## config.mk

```make
export PLATFORM = sky130hd
export DESIGN_NAME = asrc_top
export DESIGN_NICKNAME = d
export VERILOG_FILES = /design/src/logic/asrc_pkg.sv /design/src/logic/asrc_cfg_if.sv /design/src/logic/asrc_seq.sv /design/src/logic/asrc_route.sv /design/src/logic/asrc_top.sv
export SDC_FILE = /design/constraint.sdc
export NUM_CORES = 1
export LEC_CHECK = 0
export BUFFER_PORTS_ARGS = -buffer_cell sky130_fd_sc_hd__clkbuf_2
export CAP_MARGIN = 10
export CORE_UTILIZATION = 40
export CTS_CLUSTER_SIZE = 20
export DETAILED_ROUTE_END_ITERATION = 8
export PLACE_DENSITY_LB_ADDON = 0.3
export SLEW_MARGIN = 20
export SYNTH_ARGS = -nofsm -noshare
export SYNTH_HDL_FRONTEND = slang
export SYNTH_HIERARCHICAL = 1
export SYNTH_SLANG_ARGS = --single-unit
```

## constraint.sdc

```tcl
create_clock -name hclk -period 1.8 [get_ports hclk]
set_input_delay 0.27 -clock hclk [delete_from_list [all_inputs] [get_ports hclk]]
set_output_delay 0.27 -clock hclk [all_outputs]
set_load 0.02 [all_outputs]
```

## src/logic/asrc_pkg.sv

```systemverilog
package asrc_pkg;

  // ----------------------------------------------------------------
  // Register map (byte addresses)
  // ----------------------------------------------------------------
  localparam logic [7:0] ASRC_OFS_CTRL2 = 8'h00;
  localparam logic [7:0] ASRC_OFS_STATUS = 8'h04;
  localparam logic [7:0] ASRC_OFS_MASK = 8'h08;
  localparam logic [7:0] ASRC_OFS_STATE = 8'h0C;

  // ----------------------------------------------------------------
  // Conversion control 2 field layout
  // ----------------------------------------------------------------
  localparam int ASRC_REF_LSB = 13;
  localparam int ASRC_REF_MSB = 15;
  localparam int ASRC_CAL_BIT = 12;
  localparam int ASRC_SCAN_BIT = 10;
  localparam int ASRC_SPI_LSB = 2;
  localparam int ASRC_SPI_MSB = 5;
  localparam int ASRC_ALT_BIT = 0;
  // Only these bits hold state; the rest read as zero
  localparam logic [15:0] ASRC_CTRL2_WMASK = 16'hF43D;
  localparam logic [15:0] ASRC_CTRL2_RST = 16'h0000;

  // ----------------------------------------------------------------
  // Status and mask layout
  // ----------------------------------------------------------------
  localparam int ASRC_EV_W = 2;
  localparam int ASRC_EV_IRQ = 0;
  localparam int ASRC_EV_SEQ = 1;
  localparam logic [ASRC_EV_W-1:0] ASRC_EV_RST = 2'h0;
  localparam int ASRC_ST_CNT_LSB = 0;
  localparam int ASRC_ST_ALT_BIT = 4;

  // ----------------------------------------------------------------
  // Reference source codes (low bits of the reference field)
  // ----------------------------------------------------------------
  typedef enum logic [2:0] {
    ASRC_REF_INT = 3'b000,
    ASRC_REF_PEXT = 3'b001,
    ASRC_REF_NEXT = 3'b010,
    ASRC_REF_BOTH = 3'b011
  } asrc_ref_e;

endpackage

```

## src/logic/asrc_cfg_if.sv

```systemverilog
interface asrc_cfg_if;
  import asrc_pkg::*;

  // Fields of conversion control 2
  logic [2:0] reference_select;
  logic offset_calibrate;
  logic primary_scan_enable;
  logic [3:0] sequences_per_interrupt;
  logic alternate_sample_select;
  // Sequencer state fed back to the registers
  logic [3:0] seq_count;
  logic use_alternate;

  modport regs (
    output reference_select, offset_calibrate, primary_scan_enable,
    output sequences_per_interrupt, alternate_sample_select,
    input seq_count, use_alternate
  );
  modport seq (
    input sequences_per_interrupt, alternate_sample_select,
    output seq_count, use_alternate
  );
  modport route (
    input reference_select, offset_calibrate, primary_scan_enable,
    input use_alternate
  );
endinterface

```

## src/logic/asrc_seq.sv

```systemverilog
module asrc_seq
  import asrc_pkg::*;
(
  // Clock and reset
  input wire logic hclk,
  input wire logic hresetn,
  // Front-end events
  input wire logic seq_begin,
  input wire logic sample_done,
  input wire logic seq_done,
  // Configuration and state
  asrc_cfg_if.seq cfg,
  // Interrupt point reached
  output logic irq_point
);

  logic [3:0] cnt_q;
  logic [3:0] cnt_d;
  logic alt_q;
  logic alt_d;
  logic hit;

  // ----------------------------------------------------------------
  // Sequence counting and selector alternation
  // ----------------------------------------------------------------
  // Reserved code 1111 still wraps after sixteen, so nothing hangs
  assign hit = seq_done && (cnt_q == cfg.sequences_per_interrupt);
  assign irq_point = hit;
  assign cnt_d = seq_begin ? 4'h0 : hit ? 4'h0 :
                 seq_done ? cnt_q + 4'h1 : cnt_q;
  assign alt_d = seq_begin ? 1'b0 :
                 !cfg.alternate_sample_select ? 1'b0 :
                 sample_done ? !alt_q : alt_q;
  assign cfg.seq_count = cnt_q;
  assign cfg.use_alternate = alt_q;

  // State registers
  always_ff @(posedge hclk or negedge hresetn)
  begin
    if (!hresetn)
    begin
      cnt_q <= 4'h0;
      alt_q <= 1'b0;
    end
    else
    begin
      cnt_q <= cnt_d;
      alt_q <= alt_d;
    end
  end

  // ----------------------------------------------------------------
  // Checks
  // ----------------------------------------------------------------
  // Sequences seen since the last restart, counted apart from cnt_q so
  // that a slip in the real counter shows up as a disagreement
  logic [3:0] seen_q;

  always_ff @(posedge hclk or negedge hresetn)
  begin
    if (!hresetn)
    begin
      seen_q <= 4'h0;
    end
    else if (seq_begin || irq_point)
    begin
      seen_q <= 4'h0;
    end
    else if (seq_done)
    begin
      seen_q <= seen_q + 4'h1;
    end
  end

  chk_irq_after_n: assert property (
    @(posedge hclk) disable iff (!hresetn)
    irq_point == (seq_done && seen_q == cfg.sequences_per_interrupt))
    else $error("interrupt point without N+1 sequences");
  chk_count_restart: assert property (
    @(posedge hclk) disable iff (!hresetn)
    (irq_point || seq_begin) |=> cnt_q == 4'h0)
    else $error("sequence counter did not restart");
  chk_alt_toggles: assert property (
    @(posedge hclk) disable iff (!hresetn)
    cfg.alternate_sample_select && sample_done && !seq_begin
      |=> alt_q != $past(alt_q))
    else $error("selector did not alternate");
  chk_begin_primary: assert property (
    @(posedge hclk) disable iff (!hresetn)
    seq_begin |=> !alt_q)
    else $error("sequencing did not begin on primary");
  cov_alt_run: cover property (
    @(posedge hclk) disable iff (!hresetn)
    alt_q ##1 !alt_q ##[1:20] alt_q);

endmodule

```

## src/logic/asrc_route.sv

```systemverilog
module asrc_route
  import asrc_pkg::*;
(
  // Clock and reset
  input wire logic hclk,
  input wire logic hresetn,
  // Configuration
  asrc_cfg_if.route cfg,
  // Front-end controls
  output logic vref_pos_ext,
  output logic vref_neg_ext,
  output logic input_ground_tie,
  output logic input_switch_en,
  output logic scan_enable,
  output logic select_alternate
);

  // Positive reference external for codes 001 and 011 only
  function automatic logic ref_pos(input logic [2:0] code);
    ref_pos = !code[2] && (code == ASRC_REF_PEXT || code == ASRC_REF_BOTH);
  endfunction

  // Negative reference external for codes 010 and 011 only
  function automatic logic ref_neg(input logic [2:0] code);
    ref_neg = !code[2] && (code == ASRC_REF_NEXT || code == ASRC_REF_BOTH);
  endfunction

  logic cal;
  assign cal = cfg.offset_calibrate;

  // ----------------------------------------------------------------
  // Registered controls to the analog front end
  // ----------------------------------------------------------------
  // Calibration ignores the input switch and alternation; references and scan still follow their bits
  always_ff @(posedge hclk or negedge hresetn)
  begin
    if (!hresetn)
    begin
      vref_pos_ext <= 1'b0;
      vref_neg_ext <= 1'b0;
      input_ground_tie <= 1'b0;
      input_switch_en <= 1'b0;
      scan_enable <= 1'b0;
      select_alternate <= 1'b0;
    end
    else
    begin
      vref_pos_ext <= ref_pos(cfg.reference_select);
      vref_neg_ext <= ref_neg(cfg.reference_select);
      input_ground_tie <= cal;
      input_switch_en <= !cal;
      scan_enable <= cfg.primary_scan_enable;
      select_alternate <= cfg.use_alternate && !cal;
    end
  end

  // ----------------------------------------------------------------
  // Checks
  // ----------------------------------------------------------------
  chk_ref_fallback: assert property (
    @(posedge hclk) disable iff (!hresetn)
    cfg.reference_select[2] |=> !vref_pos_ext && !vref_neg_ext)
    else $error("reference fallback not internal");
  chk_ref_both_ext: assert property (
    @(posedge hclk) disable iff (!hresetn)
    cfg.reference_select == ASRC_REF_BOTH |=> vref_pos_ext && vref_neg_ext)
    else $error("both external references not selected");
  chk_cal_grounded: assert property (
    @(posedge hclk) disable iff (!hresetn)
    cal |=> input_ground_tie && !input_switch_en && !select_alternate)
    else $error("calibration input not grounded");
  chk_real_input: assert property (
    @(posedge hclk) disable iff (!hresetn)
    !cal |=> input_switch_en && !input_ground_tie)
    else $error("real input not connected");
  chk_scan_follow: assert property (
    @(posedge hclk) disable iff (!hresetn)
    ##1 scan_enable == $past(cfg.primary_scan_enable))
    else $error("scan enable does not follow its bit");
  cov_cal_mode: cover property (
    @(posedge hclk) disable iff (!hresetn)
    !input_ground_tie ##1 input_ground_tie);

endmodule

```

## src/logic/asrc_top.sv

```systemverilog
module asrc_top
  import asrc_pkg::*;
(
  // Clock and reset
  input wire logic hclk,
  input wire logic hresetn,
  // AHB-Lite slave
  input wire logic hsel,
  input wire logic [31:0] haddr,
  input wire logic [1:0] htrans,
  input wire logic hwrite,
  input wire logic [2:0] hsize,
  input wire logic [31:0] hwdata,
  input wire logic hready,
  output logic hreadyout,
  output logic [31:0] hrdata,
  output logic hresp,
  // Front-end sequencing events, same clock
  input wire logic seq_begin,
  input wire logic sample_done,
  input wire logic seq_done,
  // Front-end controls
  output logic vref_pos_ext,
  output logic vref_neg_ext,
  output logic input_ground_tie,
  output logic input_switch_en,
  output logic scan_enable,
  output logic select_alternate,
  // Interrupt
  output logic irq
);

  // ----------------------------------------------------------------
  // Bus pipeline state
  // ----------------------------------------------------------------
  logic wr_pend_q;
  logic rd_pend_q;
  logic rd_rdy_q;
  logic [7:0] addr_q;
  logic [31:0] hrdata_q;
  logic [31:0] rd_mux;
  logic accept;
  logic wr_en;
  logic rd_cap;

  // ----------------------------------------------------------------
  // Registers
  // ----------------------------------------------------------------
  logic [15:0] ctrl2_q;
  logic [15:0] ctrl2_d;
  logic [ASRC_EV_W-1:0] status_q;
  logic [ASRC_EV_W-1:0] status_d;
  logic [ASRC_EV_W-1:0] mask_q;
  logic [ASRC_EV_W-1:0] events;
  logic [ASRC_EV_W-1:0] clr;
  logic irq_point;
  logic wr_ctrl2;
  logic wr_status;
  logic wr_mask;

  asrc_cfg_if cfg_if ();

  // ----------------------------------------------------------------
  // Address phase decode
  // ----------------------------------------------------------------
  // hsize is not checked: only whole-word transfers are issued here
  assign accept = hsel && htrans[1] && hready;
  // A read takes one wait state so its data always comes from a flop
  // and a write in the preceding data phase is already visible
  assign hreadyout = !(rd_pend_q && !rd_rdy_q);
  assign rd_cap = rd_pend_q && !rd_rdy_q;
  assign wr_en = wr_pend_q;
  assign hresp = 1'b0;
  assign hrdata = hrdata_q;

  // Pipeline registers; a new address is taken only when ready
  always_ff @(posedge hclk or negedge hresetn)
  begin
    if (!hresetn)
    begin
      wr_pend_q <= 1'b0;
      rd_pend_q <= 1'b0;
      addr_q <= 8'h00;
    end
    else if (hreadyout)
    begin
      wr_pend_q <= accept && hwrite;
      rd_pend_q <= accept && !hwrite;
      addr_q <= haddr[7:0];
    end
  end

  // Wait-state flag for reads
  always_ff @(posedge hclk or negedge hresetn)
  begin
    if (!hresetn)
    begin
      rd_rdy_q <= 1'b0;
    end
    else
    begin
      rd_rdy_q <= rd_cap;
    end
  end

  // ----------------------------------------------------------------
  // Write decode
  // ----------------------------------------------------------------
  assign wr_ctrl2 = wr_en && addr_q == ASRC_OFS_CTRL2;
  assign wr_status = wr_en && addr_q == ASRC_OFS_STATUS;
  assign wr_mask = wr_en && addr_q == ASRC_OFS_MASK;
  // Unimplemented and reserved bits never store, bit 1 included
  assign ctrl2_d = wr_ctrl2 ? (hwdata[15:0] & ASRC_CTRL2_WMASK)
                            : ctrl2_q;

  // Control register, all writable fields clear at reset
  always_ff @(posedge hclk or negedge hresetn)
  begin
    if (!hresetn)
    begin
      ctrl2_q <= ASRC_CTRL2_RST;
    end
    else
    begin
      ctrl2_q <= ctrl2_d;
    end
  end

  // ----------------------------------------------------------------
  // Field fan-out to the sub-blocks
  // ----------------------------------------------------------------
  assign cfg_if.reference_select = ctrl2_q[ASRC_REF_MSB:ASRC_REF_LSB];
  assign cfg_if.offset_calibrate = ctrl2_q[ASRC_CAL_BIT];
  assign cfg_if.primary_scan_enable = ctrl2_q[ASRC_SCAN_BIT];
  assign cfg_if.sequences_per_interrupt = ctrl2_q[ASRC_SPI_MSB:ASRC_SPI_LSB];
  assign cfg_if.alternate_sample_select = ctrl2_q[ASRC_ALT_BIT];

  // ----------------------------------------------------------------
  // Interrupt status and mask
  // ----------------------------------------------------------------
  assign events[ASRC_EV_IRQ] = irq_point;
  assign events[ASRC_EV_SEQ] = seq_done;
  assign clr = wr_status ? hwdata[ASRC_EV_W-1:0] : ASRC_EV_RST;
  // A new event beats a write-one-to-clear in the same cycle
  assign status_d = (status_q & ~clr) | events;
  assign irq = |(status_q & mask_q);

  // Sticky status and mask registers
  always_ff @(posedge hclk or negedge hresetn)
  begin
    if (!hresetn)
    begin
      status_q <= ASRC_EV_RST;
      mask_q <= ASRC_EV_RST;
    end
    else
    begin
      status_q <= status_d;
      mask_q <= wr_mask ? hwdata[ASRC_EV_W-1:0] : mask_q;
    end
  end

  // ----------------------------------------------------------------
  // Read mux
  // ----------------------------------------------------------------
  // Reserved bit 7 and unused bits return zero
  always_comb
  begin
    rd_mux = 32'h0000_0000;
    case (addr_q)
      ASRC_OFS_CTRL2: rd_mux[15:0] = ctrl2_q;
      ASRC_OFS_STATUS: rd_mux[ASRC_EV_W-1:0] = status_q;
      ASRC_OFS_MASK: rd_mux[ASRC_EV_W-1:0] = mask_q;
      ASRC_OFS_STATE:
      begin
        rd_mux[ASRC_ST_CNT_LSB+:4] = cfg_if.seq_count;
        rd_mux[ASRC_ST_ALT_BIT] = cfg_if.use_alternate;
      end
      default: rd_mux = 32'h0000_0000;
    endcase
  end

  // Read data flop, loaded in the wait state
  always_ff @(posedge hclk or negedge hresetn)
  begin
    if (!hresetn)
    begin
      hrdata_q <= 32'h0000_0000;
    end
    else if (rd_cap)
    begin
      hrdata_q <= rd_mux;
    end
  end

  // ----------------------------------------------------------------
  // Sub-blocks
  // ----------------------------------------------------------------
  asrc_seq u_seq (
    .hclk(hclk),
    .hresetn(hresetn),
    .seq_begin(seq_begin),
    .sample_done(sample_done),
    .seq_done(seq_done),
    .cfg(cfg_if.seq),
    .irq_point(irq_point)
  );

  asrc_route u_route (
    .hclk(hclk),
    .hresetn(hresetn),
    .cfg(cfg_if.route),
    .vref_pos_ext(vref_pos_ext),
    .vref_neg_ext(vref_neg_ext),
    .input_ground_tie(input_ground_tie),
    .input_switch_en(input_switch_en),
    .scan_enable(scan_enable),
    .select_alternate(select_alternate)
  );

  // ----------------------------------------------------------------
  // Checks
  // ----------------------------------------------------------------
  chk_ctrl2_unused: assert property (
    @(posedge hclk) disable iff (!hresetn)
    rd_rdy_q && addr_q == ASRC_OFS_CTRL2
      |-> (hrdata[15:0] & ~ASRC_CTRL2_WMASK) == 16'h0000
          && hrdata[31:16] == 16'h0000)
    else $error("unused control bits read nonzero");
  chk_ctrl2_write: assert property (
    @(posedge hclk) disable iff (!hresetn)
    wr_ctrl2 |=> ctrl2_q == ($past(hwdata[15:0]) & ASRC_CTRL2_WMASK))
    else $error("control write not stored");
  chk_irq_sets: assert property (
    @(posedge hclk) disable iff (!hresetn)
    irq_point |=> status_q[ASRC_EV_IRQ])
    else $error("interrupt point lost");
  chk_read_wait: assert property (
    @(posedge hclk) disable iff (!hresetn)
    rd_cap |-> !hreadyout ##1 hreadyout)
    else $error("read wait state wrong");
  cov_irq_raised: cover property (
    @(posedge hclk) disable iff (!hresetn)
    !irq ##1 irq);
  cov_status_clear: cover property (
    @(posedge hclk) disable iff (!hresetn)
    status_q[ASRC_EV_IRQ] && wr_status ##1 !status_q[ASRC_EV_IRQ]);

  // ----------------------------------------------------------------
  // Status, bus timing and register checks
  // ----------------------------------------------------------------
  // A sticky bit survives every cycle that neither sets nor clears it,
  // and a written one clears it unless a new event lands at once
  chk_seq_sets: assert property (
    @(posedge hclk) disable iff (!hresetn)
    seq_done |=> status_q[ASRC_EV_SEQ])
    else $error("sequence event lost");
  chk_status_sticky: assert property (
    @(posedge hclk) disable iff (!hresetn)
    status_q[ASRC_EV_IRQ] && !(wr_status && hwdata[ASRC_EV_IRQ])
      |=> status_q[ASRC_EV_IRQ])
    else $error("interrupt status not sticky");
  chk_w1c_clears: assert property (
    @(posedge hclk) disable iff (!hresetn)
    wr_status && hwdata[ASRC_EV_IRQ] && !irq_point
      |=> !status_q[ASRC_EV_IRQ])
    else $error("written one did not clear status");
  // With every source masked the line stays low whatever is pending
  chk_irq_masked: assert property (
    @(posedge hclk) disable iff (!hresetn)
    mask_q == ASRC_EV_RST |-> !irq)
    else $error("masked status raised the interrupt");
  // Writes never stall, so back-to-back stores keep the full bus rate
  chk_write_fast: assert property (
    @(posedge hclk) disable iff (!hresetn)
    wr_pend_q |-> hreadyout)
    else $error("write inserted a wait state");
  chk_ctrl2_hold: assert property (
    @(posedge hclk) disable iff (!hresetn)
    !wr_ctrl2 |=> $stable(ctrl2_q))
    else $error("control register changed without a write");
  chk_unmapped_zero: assert property (
    @(posedge hclk) disable iff (!hresetn)
    rd_rdy_q && addr_q > ASRC_OFS_STATE |-> hrdata == 32'h0000_0000)
    else $error("unmapped address read nonzero");

endmodule

```

# Word level (Yosys, flattened, before mapping)
# Cells that the tools add are included.
# W data, S select, Z words.
# totals
inputBits	77
ff_bits	52
# classes
addsub	1
n_bitwise	4
mux	10
n_reduce_logical	23
n_eq_ne	8
# op_table
cell	count
$eq A8 B4 Y1 const B	2
$logic_and A1 B1 Y1	12
$mux W4	3
$mux W11	1
$eq A8 B3 Y1 const B	1
$logic_not A8 Y1	1
$pmux W2 S4	1
$eq A3 B2 Y1 const B	2
$logic_not A1 Y1	6
$pmux W3 S2	1
$add A4 B1 Y4 const B	1
$and A2 B2 Y2	2
$eq A4 B4 Y1	1
$eq A3 B1 Y1 const B	1
$mux W1	3
$ne A3 B3 Y1 const B	1
$reduce_bool A3 Y1	1
$logic_or A1 B1 Y1	2
$mux W2	1
$not A2 Y2	1
$or A2 B2 Y2	1
$reduce_or A2 Y1	1

# Depth between registers and ports, before layout
# depth
ltp_word	6
depth_mapped	6
mapped_depth_nobuf	4

# Modules after synthesis
# Netlist, hierarchy kept.
# by_module_without_submodules
mod	cells_each	area_each_um2	seq_area_each_um2	instances
asrc_top	159	1682.9	900.9	1
asrc_seq	33	309.0	125.1	1
asrc_route	10	172.7	150.1	1

# Worst setup path before layout
# Ideal clock, no wire load.
# synth_path
kind	register to register
startpoint	reg addr_q[1]
endpoint	reg ctrl2_q[0]
path_stages_with_launch	4
setup_time_ps	125
period_less_slack_ps	1497
required_ps	1675
t_arrival_ps	1373
setup_slack_ps	303
path_cell_list	dfrtp_1 -> nor4_4 -> nand4_4 -> mux2_2
# synth_between
elab_chain_len	2
# synth_rtl
item	line	text
from (decl)	asrc_top.sv:39	logic [7:0] addr_q;
from (signal assigned)	asrc_top.sv:89	addr_q <= haddr[7:0];
$logic_not A8 Y1	asrc_top.sv:109	assign wr_ctrl2 = wr_en && addr_q == ASRC_OFS_CTRL2;
$logic_and A1 B1 Y1	asrc_top.sv:109	
to (signal assigned)	asrc_top.sv:125	ctrl2_q <= ctrl2_d;
to (decl)	asrc_top.sv:49	logic [15:0] ctrl2_q;
# Every way passes these cells.
# A chain may end at the register's enable or synchronous reset.

# Final worst setup path
# layout_path
startpoint	reg addr_q[1]
endpoint	reg ctrl2_q[15]
# Same word-level chain as after synthesis.

==> results.tsv <==
stage	metric	value	unit
outcome	status	finished clean	
timing	Final Max Tran Viols	0	
logic_synthesis	register bit total from synthesis	47	
timing	Hold Vio Cnt, Final	0	
die	cell row count	26	
logic_synthesis	Yosys cell types	36	
timing	final setup vio count	0	
route	DRT Pass-1 Iters	4	
clock_tree	Post-CTS Setup Inserts	0	
placed_design	Placer Congestion	0.736	
clock_tree	CTS resizes	0	
clock_tree	Clk Latency, worst-skew pair	0.31	ns
layout	area occupied by multi-input gates	871	sq um
layout	Fill cells	493	
logic_synthesis	EDFF count, synth	0	
setup_path	Worst Path Required	1.99	ns
setup_path	RR Endpoint	ctrl2_q[15]	
layout	Core Util, Final	0.493	
layout	Nets	334	
die	Initial Util	0.418	
setup_path	CP Max Fanout	10	
route	via-per-instance ratio	4.62	
die	Die Area	0.00571	sq mm
hold_path	WHS Path Cells	3	
grt	first-pass GRT wire length	6.31	mm
layout	share of cells above drive strength 1	0.304	
pwr	PD cells	1100	mW/mm^2
route	antenna viol nets, final	0	
logic_synthesis	most area-consuming cells after synthesis	dfrtp_1, nand2_1, buf_4	
clock_tree	cts hold-fix bufs	1	
layout	diode count	0	
route	DRC	0	
layout	area grow syn2layout	17.7	%
logic_synthesis	Synth Warn #	6	
route	DRT iter0 DRCs	127	
setup_path	WP data arrival	1.73	ns
clock_tree	CTS tree	yes	
die	num ports	118	
timing	unrepaired setup endpoints after global routing	false	
timing	final period utilization	0.853	
clock_tree	Clock Tree Buf Depth	2	
die	Core Area	0.00517	sq mm
clock_tree	clock net sink count	47	
clock_tree	CTS root buf	clkbuf_8	
logic_synthesis	Avg Synthesized Cell Area	10.7	sq um
route	DR vias	1510	
die	height of the chip	75.6	um
setup_path	Critical Path Start Type	flop	
grt	all-layer global routing usage	0.154	
logic_synthesis	share of the synthesized area in the top cell type	0.543	
grt	number of global-route vias before repair	1317	
grt	pin count of the biggest net entering global routing	28	
logic_synthesis	Main synth FF type	dfrtp_1	
setup_path	FF-to-FF path depth	3	
timing	Tightest Pin Transition	0.549	ns
hold_path	hold endpoint	addr_q[7]	
pwr	Final Power	2.80	mW
grt	global route overflow	0	
logic_synthesis	Mapped Area	0.00216	sq mm
hold_path	Worst Hold Launch	haddr[7]	
timing	relative slew slack	0.634	
placed_design	port bufs	46	
logic_synthesis	Post-Synthesis Cells	202	
timing	total negative slack	0	ns
layout	register area	0.00118	sq mm
pwr	Worst IR Drop VDD	0.529	mV
clock_tree	clk slew on worst S/H paths	0.08	ns
timing	Post-Route Skew	0.00880	ns
die	Die W	75.6	um
timing	Final min period	1.53	ns
job	Max-Cap Viols	0	
setup_path	R2R setup slack	0.27	ns
route	Routed WL	3.95	mm
setup_path	WS Path Type	reg2reg	
logic_synthesis	post-synth top area cell	dfrtp_1	
layout	post-route cell area	0.00255	sq mm
setup_path	crit end category	flop	
timing	FMAX	651	MHz
logic_synthesis	Seq/Total Area, Yosys	0.543	
setup_path	worst r2r src	addr_q[1]	
placed_design	placed inst area	0.00243	sq mm
hold_path	Worst Hold Class	in2reg	
clock_tree	Inserted Clock Buffers	5	
clock_tree	H-tree levels	2	
pwr	P_leak	1.25	nW
grt	number of antenna violations at the first check in global routing	0	
route	wire per inst	12.1	um
logic_synthesis	asr flop ratio synth	1.00	
placed_design	DP Wirelength	2.90	mm
[worst max-delay path, cell delays in order (launching register included)]
cell	delay [ns]
dfrtp_1	0.41
nor4_4	0.36
nand4_4	0.29
mux2_2	0.35
[layout make-up]
type | count | area share
flip-flops and latches | 47 | 0.462
multi-input cells | 146 | 0.342
repair buffers | 53 | 0.117
clock buffers | 7 | 0.0378
well taps | 70 | 0.0344
inverters | 3 | 0.00442
clock inverters | 1 | 0.00295
[cells in the mapped netlist, types with 3 or more instances]
library cell,number
a22oi_1,3
buf_4,22
clkbuf_1,3
dfrtp_1,47
inv_1,3
mux2_2,13
nand2_1,50
nand3_1,8
nor2_1,3
nor2b_1,4
o21ai_0,10
o31ai_1,4
xnor2_1,5
[cells by family after synthesis]
group / share of synthesized area
multiplexers: 0.0827
AND/OR/NAND/NOR: 0.186
flip-flops: 0.543
XOR/XNOR: 0.0243
other: 0.00173
AO/OA/AOI/OAI: 0.0659
adder cells (fa/ha/maj): 0.00578
buffers and inverters: 0.0907
[routing by layer]
| metal | global-route usage | routed length, um | up-vias |
|---|---|---|---|
| li1 | - | - | 746 |
| met1 | 0.203 | 1860 | 712 |
| met2 | 0.234 | 1810 | 46 |
| met3 | 0.0595 | 229 | 6 |
| met4 | 0.0494 | 51 | 0 |
| met5 | 0 | 0 | - |
[worst max-delay path by stage]
| stage | startpoint | end | slack (ns) | depth (start not counted) |
|---|---|---|---|---|
| 2_1_floorplan | addr_q[1] | ctrl2_q[0] | 0.30 | 3 |
| 3_3_place_gp | addr_q[1] | ctrl2_q[12] | 0.28 | 3 |
| 3_5_place_dp | addr_q[1] | ctrl2_q[0] | 0.25 | 3 |
| 4_1_cts | addr_q[1] | ctrl2_q[3] | 0.23 | 3 |
| 5_1_grt | addr_q[1] | ctrl2_q[5] | 0.17 | 3 |
| 6_report | addr_q[1] | ctrl2_q[15] | 0.27 | 3 |
[power by group]
| part | switching (mW) | total, mW | internal (mW) |
|---|---|---|---|
| sequential | 0.138 | 1.34 | 1.20 |
| combinational | 0.468 | 0.758 | 0.289 |
| clock | 0.352 | 0.702 | 0.349 |
| total | 0.959 | 2.80 | 1.84 |
[sequential cells by signal (all words and copies together) (netlist names)]
register	flops
u_route/input_switch_en	1
mask_q	2
status_q	2
u_route/input_ground_tie	1
u_route/vref_pos_ext	1
u_seq/cfg.seq_count	4
u_route/vref_neg_ext	1
u_route/select_alternate	1
wr_en	1
rd_rdy_q	1
u_route/scan_enable	1
addr_q	8
hrdata	11
u_seq/cfg.use_alternate	1
rd_pend_q	1
ctrl2_q	10
[cells in the final DEF, fill, tap and decap left out, drive strengths merged, types with 4 or more instances in the layout]
cell type   n
nand2      50
dfrtp      47
o21ai      10
nor2b       4
buf         6
mux2       13
o31ai       4
conb       22
xnor2       5
nand3       9
clkbuf     53
[through the flow]
step	setup slack, ns	cells	hold WS (ns)
after global placement	0.283	318	0.270
after CTS	0.228	327	0.152
final	0.265	327	0.155
after floorplan	0.303	223	-0.0256
after global routing	0.170	327	0.145
after detailed placement	0.249	318	0.280
Note: power is estimated with default switching activity, not from simulation.
